--- config.mk ---
export PLATFORM = sky130hd
export DESIGN_NAME = pgf_port_filter
export DESIGN_NICKNAME = d
export VERILOG_FILES = /design/src/logic/pgf_pkg.sv /design/src/logic/pgf_tick_if.sv /design/src/logic/pgf_dividers.sv /design/src/logic/pgf_glitch_cell.sv /design/src/logic/pgf_port_filter.sv
export SDC_FILE = /design/constraint.sdc
export NUM_CORES = 1
export LEC_CHECK = 0
export BUFFER_PORTS_ARGS = -buffer_cell sky130_fd_sc_hd__buf_2
export CAP_MARGIN = 20
export CORE_AREA = 2 2 200 202
export DETAILED_ROUTE_END_ITERATION = 12
export DIE_AREA = 0 0 202 204
export PLACE_DENSITY = 0.44
export SLEW_MARGIN = 20
export SYNTH_ARGS = -nofsm -noshare
export SYNTH_HDL_FRONTEND = slang
export SYNTH_HIERARCHICAL = 1
export SYNTH_SLANG_ARGS = --single-unit
--- constraint.sdc ---
create_clock -name pclk -period 2.6 [get_ports pclk]
set_clock_uncertainty 0.15 [all_clocks]
set_input_delay 0.52 -clock pclk [delete_from_list [all_inputs] [get_ports pclk]]
set_output_delay 0.52 -clock pclk [all_outputs]
set_load 0.01 [all_outputs]
--- src/logic/pgf_pkg.sv ---
// package: register map, field layout and timing constants of the port glitch filter
package pgf_pkg;
    // register indices; byte address is four times the index
    localparam logic [15:0] IDX_PORT_C_INPUT_GATE   = 16'h30BA;
    localparam logic [15:0] IDX_PORT_GROUP_FILTER   = 16'h30EC;
    localparam logic [15:0] IDX_WAKEUP_RESET_FILTER = 16'h30EE;
    localparam logic [15:0] IDX_FILTER_CLOCK_DIV    = 16'h30EF;
    localparam int          ADDR_W                  = 16;
    localparam logic [ADDR_W-1:0] ADDR_PORT_C_INPUT_GATE   = ADDR_W'(IDX_PORT_C_INPUT_GATE * 4);
    localparam logic [ADDR_W-1:0] ADDR_PORT_GROUP_FILTER   = ADDR_W'(IDX_PORT_GROUP_FILTER * 4);
    localparam logic [ADDR_W-1:0] ADDR_WAKEUP_RESET_FILTER = ADDR_W'(IDX_WAKEUP_RESET_FILTER * 4);
    localparam logic [ADDR_W-1:0] ADDR_FILTER_CLOCK_DIV    = ADDR_W'(IDX_FILTER_CLOCK_DIV * 4);

    // field positions
    localparam int PORT_C_GATE_W  = 4;
    localparam int FLT_A_LSB      = 0;
    localparam int FLT_B_LSB      = 2;
    localparam int FLT_C_LSB      = 4;
    localparam int FLT_RST_LSB    = 0;
    localparam int FLT_KBI_LSB    = 2;
    localparam int FLT0_W         = 6;
    localparam int FLT2_W         = 4;
    localparam int DIV1_LSB       = 0;
    localparam int DIV1_W         = 2;
    localparam int DIV2_LSB       = 2;
    localparam int DIV2_W         = 3;
    localparam int DIV3_LSB       = 5;
    localparam int DIV3_W         = 3;

    // reset values
    localparam logic [3:0] RST_PORT_C_GATE = 4'h0;
    localparam logic [5:0] RST_FLT0        = 6'h00;
    localparam logic [3:0] RST_FLT2        = 4'h0;
    localparam logic [7:0] RST_FCLKDIV     = 8'h00;

    // divider bases: log2 of the division at code zero
    localparam int DIV1_BASE_LOG2 = 1;
    localparam int DIV2_BASE_LOG2 = 5;
    localparam int BUS_CNT_W      = 12;
    localparam int LPO_CNT_W      = 7;

    // consecutive equal samples needed before the output moves
    localparam logic [1:0] STABLE_SAMPLES = 2'h2;

    // filter clock choice codes
    typedef enum logic [1:0] {
        SEL_BUS_CLOCK = 2'h0,
        SEL_DIV_ONE   = 2'h1,
        SEL_DIV_TWO   = 2'h2,
        SEL_DIV_THREE = 2'h3
    } pgf_sel_type;
endpackage

--- src/logic/pgf_tick_if.sv ---
// interface: filter sample enables from the divider to every filter cell
`timescale 1ns/1ps
interface pgf_tick_if;
    logic divided_clock_one;   // bus clock based tick, fast
    logic divided_clock_two;   // bus clock based tick, slow
    logic divided_clock_three; // low power oscillator based tick
    modport src (output divided_clock_one, output divided_clock_two, output divided_clock_three);
    modport dst (input divided_clock_one, input divided_clock_two, input divided_clock_three);
endinterface

--- src/logic/pgf_dividers.sv ---
// module: three filter sample enable dividers
`timescale 1ns/1ps
module pgf_dividers (
    // clock and reset
    input  wire logic       pclk,
    input  wire logic       presetn,
    // division codes
    input  wire logic [1:0] div1_code,
    input  wire logic [2:0] div2_code,
    input  wire logic [2:0] div3_code,
    // oscillator pin, asynchronous
    input  wire logic       low_power_osc_clock,
    // tick outputs
    pgf_tick_if.src         ticks
);
    typedef struct packed {
        logic [2:0]                    lpo_sync; // three stage synchroniser
        logic [pgf_pkg::BUS_CNT_W-1:0] bus_cnt;  // free running bus count
        logic [pgf_pkg::LPO_CNT_W-1:0] lpo_cnt;  // oscillator edge count
        logic                          lpo_lvl;  // agreed oscillator level
        logic                          t1;
        logic                          t2;
        logic                          t3;
    } pgf_div_state_type;

    pgf_div_state_type st;      // registered state
    pgf_div_state_type next_st; // next state

    // tick generation from the counters
    always_comb begin
        logic [pgf_pkg::BUS_CNT_W-1:0] m1;
        logic [pgf_pkg::BUS_CNT_W-1:0] m2;
        logic [pgf_pkg::LPO_CNT_W:0]   m3;
        logic                          rise;
        next_st = st;
        // stage one is read only by stage two
        next_st.lpo_sync = {st.lpo_sync[1:0], low_power_osc_clock};
        next_st.bus_cnt  = st.bus_cnt + 1'b1;
        // edge counts once stages two and three agree on the new level
        next_st.lpo_lvl  = (st.lpo_sync[1] == st.lpo_sync[2]) ? st.lpo_sync[2] : st.lpo_lvl;
        rise = st.lpo_sync[1] & st.lpo_sync[2] & ~st.lpo_lvl;
        m1 = (pgf_pkg::BUS_CNT_W'(1) << (div1_code + pgf_pkg::DIV1_BASE_LOG2)) - 1'b1;
        m2 = (pgf_pkg::BUS_CNT_W'(1) << (div2_code + pgf_pkg::DIV2_BASE_LOG2)) - 1'b1;
        // oscillator divide by 1 to 128
        m3 = ((pgf_pkg::LPO_CNT_W+1)'(1) << div3_code) - 1'b1;
        next_st.t1 = (st.bus_cnt & m1) == m1;
        next_st.t2 = (st.bus_cnt & m2) == m2;
        next_st.t3 = rise && ((st.lpo_cnt & m3[pgf_pkg::LPO_CNT_W-1:0])
                              == m3[pgf_pkg::LPO_CNT_W-1:0]);
        if (rise) begin
            next_st.lpo_cnt = st.lpo_cnt + 1'b1;
        end
    end

    // state register
    always_ff @(posedge pclk or negedge presetn) begin
        if (!presetn) begin
            st <= '0;
        end else begin
            st <= next_st;
        end
    end

    assign ticks.divided_clock_one   = st.t1;
    assign ticks.divided_clock_two   = st.t2;
    assign ticks.divided_clock_three = st.t3;
endmodule

--- src/logic/pgf_glitch_cell.sv ---
// module: one input pin synchroniser and glitch filter
`timescale 1ns/1ps
module pgf_glitch_cell (
    // clock and reset
    input  wire logic       pclk,
    input  wire logic       presetn,
    // sample enables
    pgf_tick_if.dst         ticks,
    // control
    input  wire logic [1:0] sel,
    input  wire logic       gate,
    // pin and result
    input  wire logic       raw,
    output logic            filt
);
    typedef struct packed {
        logic [2:0] sync; // three stage synchroniser
        logic       held; // last agreed pin level
        logic [1:0] cnt;  // consecutive differing samples
        logic       out;  // filtered level
    } pgf_cell_state_type;

    pgf_cell_state_type st;      // registered state
    pgf_cell_state_type next_st; // next state

    // sample on the chosen tick, move after enough agreeing samples
    always_comb begin
        logic tick;
        logic smp;
        next_st      = st;
        tick         = 1'b0;
        next_st.sync = {st.sync[1:0], raw};
        // accept a change only when stages two and three agree
        smp          = (st.sync[1] == st.sync[2]) ? st.sync[2] : st.held;
        next_st.held = smp;
        case (pgf_pkg::pgf_sel_type'(sel))
            pgf_pkg::SEL_BUS_CLOCK: tick = 1'b1;
            pgf_pkg::SEL_DIV_ONE:   tick = ticks.divided_clock_one;
            pgf_pkg::SEL_DIV_TWO:   tick = ticks.divided_clock_two;
            pgf_pkg::SEL_DIV_THREE: tick = ticks.divided_clock_three;
            default:                tick = 1'b0;
        endcase
        if (!gate) begin
            // disabled input reads low and forgets history
            next_st.out = 1'b0;
            next_st.cnt = 2'h0;
        end else if (tick) begin
            if (smp == st.out) begin
                next_st.cnt = 2'h0;
            end else if (st.cnt + 1'b1 >= pgf_pkg::STABLE_SAMPLES) begin
                next_st.out = smp;
                next_st.cnt = 2'h0;
            end else begin
                next_st.cnt = st.cnt + 1'b1;
            end
        end
    end

    // state register
    always_ff @(posedge pclk or negedge presetn) begin
        if (!presetn) begin
            st <= '0;
        end else begin
            st <= next_st;
        end
    end

    assign filt = st.out;
endmodule

--- src/logic/pgf_port_filter.sv ---
// module: port input glitch filter top with apb register slave
//
// Operation
// - port c input gate bits enable pins
// - reserved bits read zero, ignore writes
// - port c filter clock select field
// - port b filter clock select field
// - port a filter clock select field
// - keyboard inputs filter clock select field
// - reset irq pin filter clock select
// - stop mode forces divided clock three on keyboard and reset pin when divider one or two is chosen
// - pulses under one period are discarded
// - levels over two periods pass through
// - divider three: oscillator over two power code
// - divider two: bus over 32 to 4096
// - divider one: bus over 2 to 16
//
// The implementer's own choice: the APB slave port.
`timescale 1ns/1ps
module pgf_port_filter #(
    parameter int PA_W  = 8, // port a pins
    parameter int PB_W  = 8, // port b pins
    parameter int PC_W  = 4, // port c pins
    parameter int KBI_W = 8  // keyboard interrupt inputs
) (
    // clock and reset
    input  wire logic                      pclk,
    input  wire logic                      presetn,
    // apb slave
    input  wire logic                      psel,
    input  wire logic                      penable,
    input  wire logic                      pwrite,
    input  wire logic [pgf_pkg::ADDR_W-1:0] paddr,
    input  wire logic [31:0]               pwdata,
    input  wire logic [3:0]                pstrb,
    output logic      [31:0]               prdata,
    output logic                           pready,
    output logic                           pslverr,
    // power mode, from logic on the bus clock
    input  wire logic                      stop_mode,
    // oscillator pin
    input  wire logic                      low_power_osc_clock,
    // raw pins
    input  wire logic [PA_W-1:0]           port_a,
    input  wire logic [PB_W-1:0]           port_b,
    input  wire logic [PC_W-1:0]           port_c,
    input  wire logic [KBI_W-1:0]          keyboard_interrupt_inputs,
    input  wire logic                      reset_irq_pin,
    // filtered inputs to internal logic
    output logic      [PA_W-1:0]           port_a_filtered,
    output logic      [PB_W-1:0]           port_b_filtered,
    output logic      [PC_W-1:0]           port_c_filtered,
    output logic      [KBI_W-1:0]          keyboard_filtered,
    output logic                           reset_irq_filtered
);
    // all filtered inputs in one vector
    localparam int TOT = PA_W + PB_W + PC_W + KBI_W + 1;
    localparam int OFS_B = PA_W;
    localparam int OFS_C = PA_W + PB_W;
    localparam int OFS_K = PA_W + PB_W + PC_W;
    localparam int OFS_R = TOT - 1;

    typedef struct packed {
        logic [pgf_pkg::PORT_C_GATE_W-1:0] port_c_input_gate;
        logic [pgf_pkg::FLT0_W-1:0]        port_group_filter_select;
        logic [pgf_pkg::FLT2_W-1:0]        wakeup_reset_filter_select;
        logic [7:0]                        filter_clock_dividers;
        logic [31:0]                       rdata;  // read data, loaded in setup
        logic                              err;    // unmapped address flag
    } pgf_top_state_type;

    pgf_top_state_type st;      // registered state
    pgf_top_state_type next_st; // next state

    // decoded selection fields
    logic [1:0] port_a_filter_select;
    logic [1:0] port_b_filter_select;
    logic [1:0] port_c_filter_select;
    logic [1:0] keyboard_irq_filter_select;
    logic [1:0] reset_irq_pin_filter_select;
    logic [1:0] kbi_sel_eff;   // keyboard choice after stop override
    logic [1:0] rst_sel_eff;   // reset pin choice after stop override
    // per pin vectors
    logic [TOT-1:0] raw_all;   // every raw pin
    logic [TOT-1:0] filt_all;  // every filtered result
    logic [TOT-1:0] gate_all;  // input gate per pin
    logic [1:0]     sel_all [TOT];

    // address hits
    logic hit_gate;
    logic hit_flt0;
    logic hit_flt2;
    logic hit_div;
    logic hit_any;
    logic setup_ph;            // setup cycle of an apb transfer
    logic wr_access;           // write taken this edge
    logic lane0;               // low byte lane written

    pgf_tick_if ticks ();      // shared sample enables

    // field extraction
    // port a field
    assign port_a_filter_select = st.port_group_filter_select[pgf_pkg::FLT_A_LSB +: 2];
    assign port_b_filter_select = st.port_group_filter_select[pgf_pkg::FLT_B_LSB +: 2];
    assign port_c_filter_select = st.port_group_filter_select[pgf_pkg::FLT_C_LSB +: 2];
    assign keyboard_irq_filter_select =
        st.wakeup_reset_filter_select[pgf_pkg::FLT_KBI_LSB +: 2];
    assign reset_irq_pin_filter_select =
        st.wakeup_reset_filter_select[pgf_pkg::FLT_RST_LSB +: 2];

    // stop override, purely combinational so release is immediate
    always_comb begin
        kbi_sel_eff = keyboard_irq_filter_select;
        rst_sel_eff = reset_irq_pin_filter_select;
        if (stop_mode && (keyboard_irq_filter_select == pgf_pkg::SEL_DIV_ONE ||
                          keyboard_irq_filter_select == pgf_pkg::SEL_DIV_TWO)) begin
            kbi_sel_eff = pgf_pkg::SEL_DIV_THREE;
        end
        if (stop_mode && (reset_irq_pin_filter_select == pgf_pkg::SEL_DIV_ONE ||
                          reset_irq_pin_filter_select == pgf_pkg::SEL_DIV_TWO)) begin
            rst_sel_eff = pgf_pkg::SEL_DIV_THREE;
        end
    end

    // apb decode
    assign hit_gate  = (paddr == pgf_pkg::ADDR_PORT_C_INPUT_GATE);
    assign hit_flt0  = (paddr == pgf_pkg::ADDR_PORT_GROUP_FILTER);
    assign hit_flt2  = (paddr == pgf_pkg::ADDR_WAKEUP_RESET_FILTER);
    assign hit_div   = (paddr == pgf_pkg::ADDR_FILTER_CLOCK_DIV);
    assign hit_any   = hit_gate | hit_flt0 | hit_flt2 | hit_div;
    assign setup_ph  = psel & ~penable;
    // no wait states: answer in the access cycle right after setup
    assign pready    = psel & penable;
    assign wr_access = psel & penable & pwrite & ~st.err;
    assign lane0     = pstrb[0];
    assign prdata    = st.rdata;
    assign pslverr   = psel & penable & st.err;

    // register file and read capture
    always_comb begin
        next_st = st;
        if (setup_ph) begin
            // error and read data fixed a cycle early so they leave a flop
            next_st.err   = ~hit_any;
            next_st.rdata = 32'h0000_0000;
            if (!pwrite) begin
                case (1'b1)
                    hit_gate: next_st.rdata[pgf_pkg::PORT_C_GATE_W-1:0] = st.port_c_input_gate;
                    hit_flt0: next_st.rdata[pgf_pkg::FLT0_W-1:0] = st.port_group_filter_select;
                    hit_flt2: next_st.rdata[pgf_pkg::FLT2_W-1:0] = st.wakeup_reset_filter_select;
                    hit_div:  next_st.rdata[7:0] = st.filter_clock_dividers;
                    default:  next_st.rdata = 32'h0000_0000;
                endcase
            end
        end
        if (wr_access && lane0) begin
            if (hit_gate) begin
                next_st.port_c_input_gate = pwdata[pgf_pkg::PORT_C_GATE_W-1:0];
            end
            if (hit_flt0) begin
                next_st.port_group_filter_select = pwdata[pgf_pkg::FLT0_W-1:0];
            end
            if (hit_flt2) begin
                next_st.wakeup_reset_filter_select = pwdata[pgf_pkg::FLT2_W-1:0];
            end
            if (hit_div) begin
                next_st.filter_clock_dividers = pwdata[7:0];
            end
        end
    end

    // state register
    always_ff @(posedge pclk or negedge presetn) begin
        if (!presetn) begin
            st.port_c_input_gate          <= pgf_pkg::RST_PORT_C_GATE;
            st.port_group_filter_select   <= pgf_pkg::RST_FLT0;
            st.wakeup_reset_filter_select <= pgf_pkg::RST_FLT2;
            st.filter_clock_dividers      <= pgf_pkg::RST_FCLKDIV;
            st.rdata                      <= 32'h0000_0000;
            st.err                        <= 1'b0;
        end else begin
            st <= next_st;
        end
    end

    // divider chain shared by all cells
    pgf_dividers u_div (
        .pclk                (pclk),
        .presetn             (presetn),
        .div1_code           (st.filter_clock_dividers[pgf_pkg::DIV1_LSB +: pgf_pkg::DIV1_W]),
        .div2_code           (st.filter_clock_dividers[pgf_pkg::DIV2_LSB +: pgf_pkg::DIV2_W]),
        .div3_code           (st.filter_clock_dividers[pgf_pkg::DIV3_LSB +: pgf_pkg::DIV3_W]),
        .low_power_osc_clock (low_power_osc_clock),
        .ticks               (ticks)
    );

    // gather pins in one order: a, b, c, keyboard, reset
    assign raw_all = {reset_irq_pin, keyboard_interrupt_inputs, port_c, port_b, port_a};

    // one filter cell per pin
    genvar i;
    generate
        for (i = 0; i < TOT; i++) begin : g_cell
            if (i < OFS_B) begin : g_a
                assign sel_all[i]  = port_a_filter_select;
                assign gate_all[i] = 1'b1;
            end else if (i < OFS_C) begin : g_b
                assign sel_all[i]  = port_b_filter_select;
                assign gate_all[i] = 1'b1;
            end else if (i < OFS_K) begin : g_c
                assign sel_all[i]  = port_c_filter_select;
                assign gate_all[i] = st.port_c_input_gate[i - OFS_C];
            end else if (i < OFS_R) begin : g_k
                assign sel_all[i]  = kbi_sel_eff;
                assign gate_all[i] = 1'b1;
            end else begin : g_r
                assign sel_all[i]  = rst_sel_eff;
                assign gate_all[i] = 1'b1;
            end
            pgf_glitch_cell u_cell (
                .pclk    (pclk),
                .presetn (presetn),
                .ticks   (ticks),
                .sel     (sel_all[i]),
                .gate    (gate_all[i]),
                .raw     (raw_all[i]),
                .filt    (filt_all[i])
            );
        end
    endgenerate

    // split results back per group
    assign port_a_filtered    = filt_all[OFS_B-1:0];
    assign port_b_filtered    = filt_all[OFS_C-1:OFS_B];
    assign port_c_filtered    = filt_all[OFS_K-1:OFS_C];
    assign keyboard_filtered  = filt_all[OFS_R-1:OFS_K];
    assign reset_irq_filtered = filt_all[OFS_R];
endmodule

# Yosys cells after proc, flatten, opt, wreduce, memory -nomap -nowiden
# Index checks and enable logic that the tools add are counted.
# word_totals
elab_cells	503
register_bits	284
out_inout_bits	63
inputBits	88
# op_classes
reduce_logical	44
n_addsub	36
mux	123
shift	3
order_cmp	29
bitwise	42
n_eq_ne	97
# op_table
op	count
2-bit two-way mux	68
3-bit AND reduction	29
16-bit equality test (second input constant)	4
1-bit by 32-bit left shift with 12-bit output (first input constant)	2
1-bit equality test	59
2-bit by 1-bit adder with 2-bit output (second input constant)	29
2-bit greater-or-equal comparator (second input constant)	29
1-bit two-way mux	37
1-bit NOT	29
12-bit bitwise AND	2
12-bit equality test	2
2-bit equality test (second input constant)	12
3-bit two-way mux	8
12-bit by 1-bit subtractor with 12-bit output (second input constant)	2
1-bit case mux with 4 select lines	5
4-bit two-way mux	4
2-bit by 1-bit != test with 1-bit output (second input constant)	8
2-bit by 1-bit equality test with 1-bit output (second input constant)	7
12-bit by 1-bit adder with 12-bit output (second input constant)	1
2-bit logical NOT	5
8-bit two-way mux	1
2-bit != test (second input constant)	4
2-bit AND reduction	4
7-bit by 1-bit adder with 7-bit output (second input constant)	1
10 further kinds	22

# Longest topological paths before layout
# Gate-level depths: netlist (run 1).
# logic_depth
depth_word	7
mapped_depth	7
ltp_nobuf	7

# Hierarchy
# Netlist (run 1), hierarchy kept.
# by_module_without_submodules
mod	seq_area_each_um2	instances	cells_each	area_per_inst_um2
pgf_glitch_cell	175.2	29	25	292.8
pgf_port_filter	775.7	1	165	1854.3
pgf_dividers	650.6	1	119	1262.5

# Worst setup path after synthesis (run 1)
# Ideal clock, no wire load.
# synth_timing
path_type	input to register
from	in paddr[11] (netlist name)
to	reg, netlist name st[33]
t_arrival_ns	2.248
stages	5
setup_slack_ns	0.077
n_path_buf	1
cell_sequence	or3b_1 > clkbuf_1 > or4_4 > nor3_4 > mux2_2
# synth_lines
element	line_no	source
start, declared	pgf_port_filter.sv:33	input wire logic [pgf_pkg::ADDR_W-1:0] paddr,

# Worst setup path after layout (run 1)
# layout_timing
from	reg st, in the netlist keyboard_irq_filter_select[0]
to	reg g_cell[21].u_cell.st, in the netlist g_cell[21].u_cell/filt
# layout_via
elab_chain_cells	7
word_cells_on_any_way	11
classes_between	5 x eq/ne; 2 x mux; 4 x reduce/logical
# layout_rtl
element	line_no	source
start, declared	pgf_port_filter.sv:72	pgf_top_state_type st;
start signal, assigned	pgf_port_filter.sv:182	st <= next_st;
2-bit by 1-bit equality test with 1-bit output or 2-bit equality test (tied branches)	pgf_port_filter.sv:115, pgf_port_filter.sv:116	
1-bit logical OR *	pgf_port_filter.sv:115	if (stop_mode && (keyboard_irq_filter_select == pgf_pkg::SEL_DIV_ONE ||
1-bit logical AND *	pgf_port_filter.sv:115	
2-bit two-way mux *	pgf_port_filter.sv:115	
via kbi_sel_eff[1]	pgf_port_filter.sv:81	logic [1:0] kbi_sel_eff;
2-bit equality test (tied with other cells)	pgf_glitch_cell.sv:36	case (pgf_pkg::pgf_sel_type'(sel))
1-bit case mux with 4 select lines *	pgf_glitch_cell.sv:36	
3-bit AND reduction (no line) *	-	
end signal, assigned	pgf_glitch_cell.sv:64	st <= next_st;
end, declared	pgf_glitch_cell.sv:23	pgf_cell_state_type st;
# Mark *: on every way through the listed nets, which the timed path passes. The rest lies on a longest branch.
# A chain may end at the register's enable or synchronous reset.

==> key figures, run 1 <==
Route
  – Uppermost routed layer: met4
  – WL met2: 10,900 um
  – Met1 wire length: 12,000 um
  – Antenna Nets Post-Route: 0
  – Vias/cell: roughly 4.3
  – DR iter-0 viols: ~240
  – DR WL met3: 959 um
  – Via count: ~7,900
  – DRC: 0
  – Final wirelength: 24,400 um
  – DR pass1 iterations: 4
  – Drt wl/cell: 13.1 um

Setup path
  – Endpoint type of the worst setup path: flop
  – Worst EP arrival: 2.43 ns
  – Req. time, crit path: 2.94 ns
  – CP max FO: 28
  – Crit Path Category: flop to flop
  – Crit start category: flop

Floorplanning
  – Initial core utilization: slightly below 30%
  – I/O pins: 151
  – Core ar.: 0.0392 sq mm
  – Die W: between 200 and 250 um
  – Die Height: 204 um
  – Die area: 0.0412 sq mm
  – Row cnt: 73

Synth
  – Main synth FF type: dfrtp_1
  – Syn Inst Count: just over 1,000
  – Yosys warning count: 6
  – Syn_area_per_cell: 11.5 sq um
  – Post-synth EDFFs: 0
  – Synthesized flop and latch total: 260
  – Top cells by area, synth: dfrtp_1 (56%), mux2i_1 (5.3%), nand2_1 (4.2%), ha_1 (3.8%), inv_1 (3.1%)
  – Post-synth top area share: 56.1%
  – Area leader, netlist: dfrtp_1
  – Mapped cell area: 0.0116 sq mm
  – Post-synthesis sequential area ratio: 56.1%
  – Async SR Flop Fraction: 100%
  – Synth cell types: 57

Timing
  – Setup_tns: 0 ns
  – Final min period: approximately 2.1 ns
  – Endpoints failing hold: 0
  – Slew margin rel.: between 40% and 50%
  – Final Setup Violations: 0
  – RSZ-0062 raised after global routing: false
  – Final period util: about four fifths
  – Fmax: 478 MHz
  – Slew @ Worst Pin: 0.893 ns
  – Worst hold slack: 0.0502 ns
  – Pins Over Slew Limit: 0

Pwr
  – Leakage: 0.00661 uW
  – Pwr/cell area: between 600 and 700 mW/mm^2
  – Worst vdd ir: between 0.4 and 0.5 mV

Global route
  – Overall Global Routing Usage: 12.2%
  – Initial antenna violation count: 0
  – Remaining global-route overflow: 0
  – Largest net degree at the start of global routing: 77
  – Global-route wire length before repair: 40,800 um
  – Vias in the first global route: about 7,700

Hold path
  – Hold Path Class: input port to flop

Final layout
  – Design Area, Final: 0.0147 sq mm
  – Syn-to-layout area delta: 26.7%
  – Layout fillers: slightly below 4,000
  – Share of post-route cells with drive strength above 1: 18.0%
  – Layout Nets: roughly 1,400
  – Multi-input logic area: 0.00503 sq mm
  – Register area: 0.00651 sq mm
  – Ant diodes: 0

Place
  – Post-DP HPWL: 16,600 um
  – GPL Wtd Cong: 0.728
  – Area post-placement: approximately 0.013 sq mm
  – Port bufs: 99

CTS
  – Worst skew pair latency: between 0.5 and 0.6 ns
  – CTS tree: yes
  – CTS H-Tree Depth: 1
  – Root Buffer: clkbuf_16
  – Post-CTS setup buffer count: 0
  – Total CTS buffers: 31
  – CTS Sinks: 260
  – CTS max path bufs: 3
  – Clock slew at reported path FFs: approximately 0.060 ns

Flow run
  – Max cap viols: 0

Outcome
  – Status: completed
[kinds of logic (layout without fill, tap and decap cells)]
logic type | after synthesis | in the layout | share of synthesized area, %
simple gates | 251 | 251 | 10.9
flops | 260 | 260 | 56.1
compound gates | 194 | 194 | 12.1
other cells | 3 | 151 | 0.0970
buf+inv | 135 | 311 | 5.41
fa+ha+maj | 64 | 64 | 6.59
mux | 86 | 86 | 7.67
xor+xnor | 16 | 16 | 1.21
[power by group]
group          leakage, uW  switching, uW  total [uW]  internal (uW)
registers          0.00330            143        4420           4280
logic              0.00278            403         741            338
clock network     0.000528           1700        4500           2800
[Yosys cell counts, types with 10 or more instances]
cell type / n
dfrtp_1: 260
nand2_1: 129
inv_1: 97
mux2i_1: 62
nor2_1: 43
a21oi_1: 35
ha_1: 35
buf_4: 32
o22ai_1: 32
a211oi_1: 31
nor3b_1: 30
o211ai_1: 30
a221o_1: 29
maj3_2: 29
mux2_2: 24
o21ai_0: 12
a32oi_1: 10
[per-layer routing]
| layer | GRT usage (%) | vias up |
|---|---|---|
| met5 | 0 | - |
| met3 | 2.34 | 38 |
| met1 | 17.0 | 3743 |
| met4 | 3.31 | 0 |
| li1 | - | 4035 |
| met2 | 19.5 | 121 |
[area by class of cell]
type	count	area share, %
Inverter	97	2.48
Tap cell	525	4.47
Multi-Input combinational cell	762	34.2
Clock inverter	12	1.15
Sequential cell	260	44.2
Clock buffer	45	6.18
Timing Repair Buffer	157	7.28
[registers in the layout, indices dropped and copies added (netlist names)]
signal and count:
g_cell.u_cell/filt 29, g_cell.u_cell/next_st 58, g_cell.u_cell/st 116, gate_all 4, keyboard_irq_filter_select 2, port_a_filter_select 2, port_b_filter_select 2, port_c_filter_select 2
prdata 8, reset_irq_pin_filter_select 2, st 9, u_div/next_st 2, u_div/st 21, u_div/ticks.divided_clock_one 1, u_div/ticks.divided_clock_three 1, u_div/ticks.divided_clock_two 1
[critical path, cell delays in order, from the launching register on]
cell and delay [ns]:
dfrtp_1 0.39, a21o_1 0.72, nor3b_1 0.19, a211oi_1 0.33, mux2i_1 0.22
[what timing repair did]
action / 4_1_cts / 5_1_grt
hold buffers: 32 / 0
gates resized for setup: 0 / 0
hold endpoints to repair: 65 / 0
[layout by cell type (no fill, tap or decap), drive strengths merged, types with 35 or more instances in the layout]
master  count
a21oi      35
buf       125
clkbuf     45
conb      151
dfrtp     260
ha         35
inv        98
mux2i      62
nand2     129
nor2       43
[stage by stage]
stage	std cells	setup slack, ns	util (%)	total power, uW
after floorplan	1157	0.0774	-	4920
after global placement	1769	0.0500	34.0	5210
after detailed placement	1769	0.0329	34.0	5220
after CTS	1858	0.481	37.5	9880
after global routing	1858	0.286	37.5	10200
final	1858	0.509	37.5	9660
[worst paths after layout]
kind	from	end	slack, ns	cells past startpoint
min in group asynchronous	presetn	g_cell[14].u_cell/st[6]	0.29	2
max in group asynchronous	presetn	g_cell[3].u_cell/next_st[6]	1.27	3
hold / removal	pwdata[6]	st[39]	0.05	2
setup reg to reg	keyboard_irq_filter_select[0]	g_cell[21].u_cell/filt	0.51	4
hold reg to reg	g_cell[12].u_cell/next_st[5]	g_cell[12].u_cell/next_st[6]	0.20	0
setup / recovery	keyboard_irq_filter_select[0]	g_cell[21].u_cell/filt	0.51	4
Power figures use the tool's default switching activity.
==> inputs of run 2 (changes only) <==
- clock period: 2.6 -> 2.15 ns (I/O delays scaled with it)
==> run 2 against run 1 <==
  * Final area up 1.2%
  * Fmax up 5.5%
  * First-iteration DRC count up 12%
  * Final cell count up 0.86%
  * Combinational power up 25%
  * Clock-buffer cell count down 5
  * Non-clock buffer count up 16
  * Global-route usage up 0.21 points
  * Sequential power up 21%
  * Highest routed layer unchanged
  * Largest cell class unchanged
  * Routed wire length up 0.89%
  * Via count up 1.3%
  * Power up 21%
==> key figures, run 2 (synthesized netlist as in run 1, its figures left out) <==
Outcome
  – Status: completed

Setup path
  – Slowest CP cell: dfrtp_1
  – Worst R2R Path Depth: 5 (+1)
  – Crit Path Category: flop to flop
  – Worst-path cell chain: or2_2 -> ha_1 -> o22ai_1 -> or3_1 -> a211oi_1
  – Worst R2R Start: st[34]
  – Crit start category: flop
  – CP max FO: 7 (-75%)
  – Setup slack, reg-to-reg: 0.17 ns (-0.34 ns)
  – Endpoint type of the worst setup path: flop
  – Req. time, crit path: 2.46 ns (-0.48 ns)
  – Max stage delay on crit path: 0.44 ns (-0.28 ns)
  – Cell family with most CP delay: simple AND/OR/NAND/NOR gates
  – RR Endpoint: u_div/ticks.divided_clock_one
  – Bufs and invs on worst path: 0 (unchanged)
  – Worst EP arrival: 2.29 ns (-0.14 ns)

Pwr
  – Leakage: 0.00669 uW (+1.2%)
  – Power, Total: 11,700 uW (+21%)
  – Worst vdd ir: 0.562 mV (+27%)
  – Pwr/cell area: 784 mW/mm^2 (+19%)

Floorplanning
  – Die area: 0.0412 sq mm (unchanged)
  – Core ar.: 0.0392 sq mm (unchanged)
  – Initial core utilization: 29.6% (unchanged)
  – I/O pins: 151 (unchanged)
  – Die W: 202 um (unchanged)
  – Die Height: 204 um (unchanged)
  – Row cnt: 73 (unchanged)

Route
  – DR iter-0 viols: 270 (+12%)
  – DR pass1 iterations: 4 (unchanged)
  – Vias/cell: 4.29 (+0.42%)
  – Via count: 8,039 (+1.3%)
  – Final wirelength: 24,600 um (+0.89%)
  – DRC: 0 (unchanged)
  – Antenna Nets Post-Route: 0 (unchanged)
  – Drt wl/cell: 13.1 um (about the same)

Final layout
  – Syn-to-layout area delta: 28.2%
  – Most frequent cells in the layout: dfrtp_1 (258), conb_1 (151), nand2_1 (129)
  – Top reg by flops: g_cell.u_cell/st
  – Share of post-route cells with drive strength above 1: 19.1% (+1.1 points)
  – Max FFs per register: 116 (unchanged)
  – Layout Nets: 1,448 (+1.1%)
  – Commonest non-fill, non-tap cell in the layout: dfrtp_1
  – Post-route insts no fill: 1,874 (+0.86%)

Flow run
  – Max cap viols: 0 (unchanged)

Timing
  – Fmax: 504 MHz (+5.5%)
  – RSZ-0062 raised after global routing: false
  – Worst hold slack: 0.0444 ns (-0.00583 ns)
  – Slew margin rel.: 63.8% (+23 points)
  – Setup_tns: 0 ns (unchanged)
  – Endpoints failing hold: 0 (unchanged)
  – Final Setup Violations: 0 (unchanged)
  – Final min period: 1.98 ns (-0.109 ns)
  – Slew @ Worst Pin: 0.542 ns (-0.351 ns)
  – Pins Over Slew Limit: 0 (unchanged)
  – Final period util: 92.2% (+12 points)

CTS
  – CTS H-Tree Depth: 1 (unchanged)
  – Total CTS buffers: 31 (unchanged)
  – CTS tree: yes
  – Worst skew pair latency: 0.56 ns (about the same)
  – CTS max path bufs: 3 (unchanged)
  – Post-CTS setup buffer count: 0 (unchanged)
  – Clock slew at reported path FFs: 0.06 ns (about the same)
  – CTS Sinks: 260 (unchanged)
  – Root Buffer: clkbuf_16

Hold path
  – Hold Path Class: input port to flop
  – Hold_sp: pwdata[3]
  – Worst Hold Path Cells: 2 (unchanged)
  – WHS Endpoint: st[36]

Global route
  – Remaining global-route overflow: 0 (unchanged)
  – Global-route wire length before repair: 41,800 um (+2.3%)
  – Initial antenna violation count: 1 (+1)
  – Largest net degree at the start of global routing: 55 (-29%)
  – Overall Global Routing Usage: 12.4% (+0.21 points)
  – Vias in the first global route: 7,931 (+2.7%)

Place
  – Post-DP HPWL: 17,100 um (+3.1%)
  – # placed instances: 1,782 (+0.73%)
  – Port bufs: 99 (unchanged)
  – GPL Wtd Cong: 0.743 (+2.1%)
## run 2: cell count changes in the layout (fill, tap and decap cells not counted), moves of 3 or more
cell / change
dlygate4sd3_1: +3
buf_4: +12
clkbuf_8: -4
mux2_4: +8
mux2_2: -8
## run 2: routing by layer
metal	global-route usage (%)	routed length, um
met5	0	0
met4	3.44	631
met3	2.26	1050
met2	19.4	10800
met1	17.7	12200
## run 2: where the power goes
group | switching (uW) | internal [uW]
combinational | 498 | 427
clock | 2030 | 3370
sequential | 175 | 5170
total | 2700 | 8970
## run 2: area by class of cell
type / instances / area, sq um
Antenna cell: 1 / 2.50
Clock buffer: 40 / 850
Clock inverter: 16 / 218
Fill cell: 3829 / 24300
Inverter: 97 / 364
Multi-Input combinational cell: 762 / 5070
Sequential cell: 260 / 6510
Tap cell: 525 / 657
Timing Repair Buffer: 173 / 1210
## run 2: worst max-delay path by stage
stage	start	end	slack, ns	cells past startpoint
final	st[34]	u_div/ticks.divided_clock_one	0.17	5
after detailed placement	paddr[1]	st[38]	-0.25	6
after global placement	paddr[1]	st[40]	-0.25	6
after CTS	port_b_filter_select[0]	g_cell[11].u_cell/filt	0.09	3
after global routing	st[34]	u_div/ticks.divided_clock_one	0.07	5
after floorplan	paddr[11]	st[36]	-0.27	5
## run 2: per-stage QoR
stage	worst slack, ns	cell area, sq um	util, %
floorplan	-0.266	12200	-
global placement	-0.248	13500	34.3
detailed placement	-0.253	13500	34.3
CTS	0.0903	14900	38.0
global route	0.0716	14900	38.0
finish	0.168	14900	38.0
## run 2: worst register-to-register path, stage by stage, from the launching register on
cell,delay [ns]
dfrtp_1,0.44
or2_2,0.32
ha_1,0.29
o22ai_1,0.07
or3_1,0.36
a211oi_1,0.26
## run 2: repair_timing
| action | 4_1_cts | 5_1_grt |
|---|---|---|
| hold endpoints to repair | 292 | 0 |
| endpoints found under the setup margin | 0 | 10 |
| hold buffers | 35 | 0 |
| resized for setup | 0 | 3 |
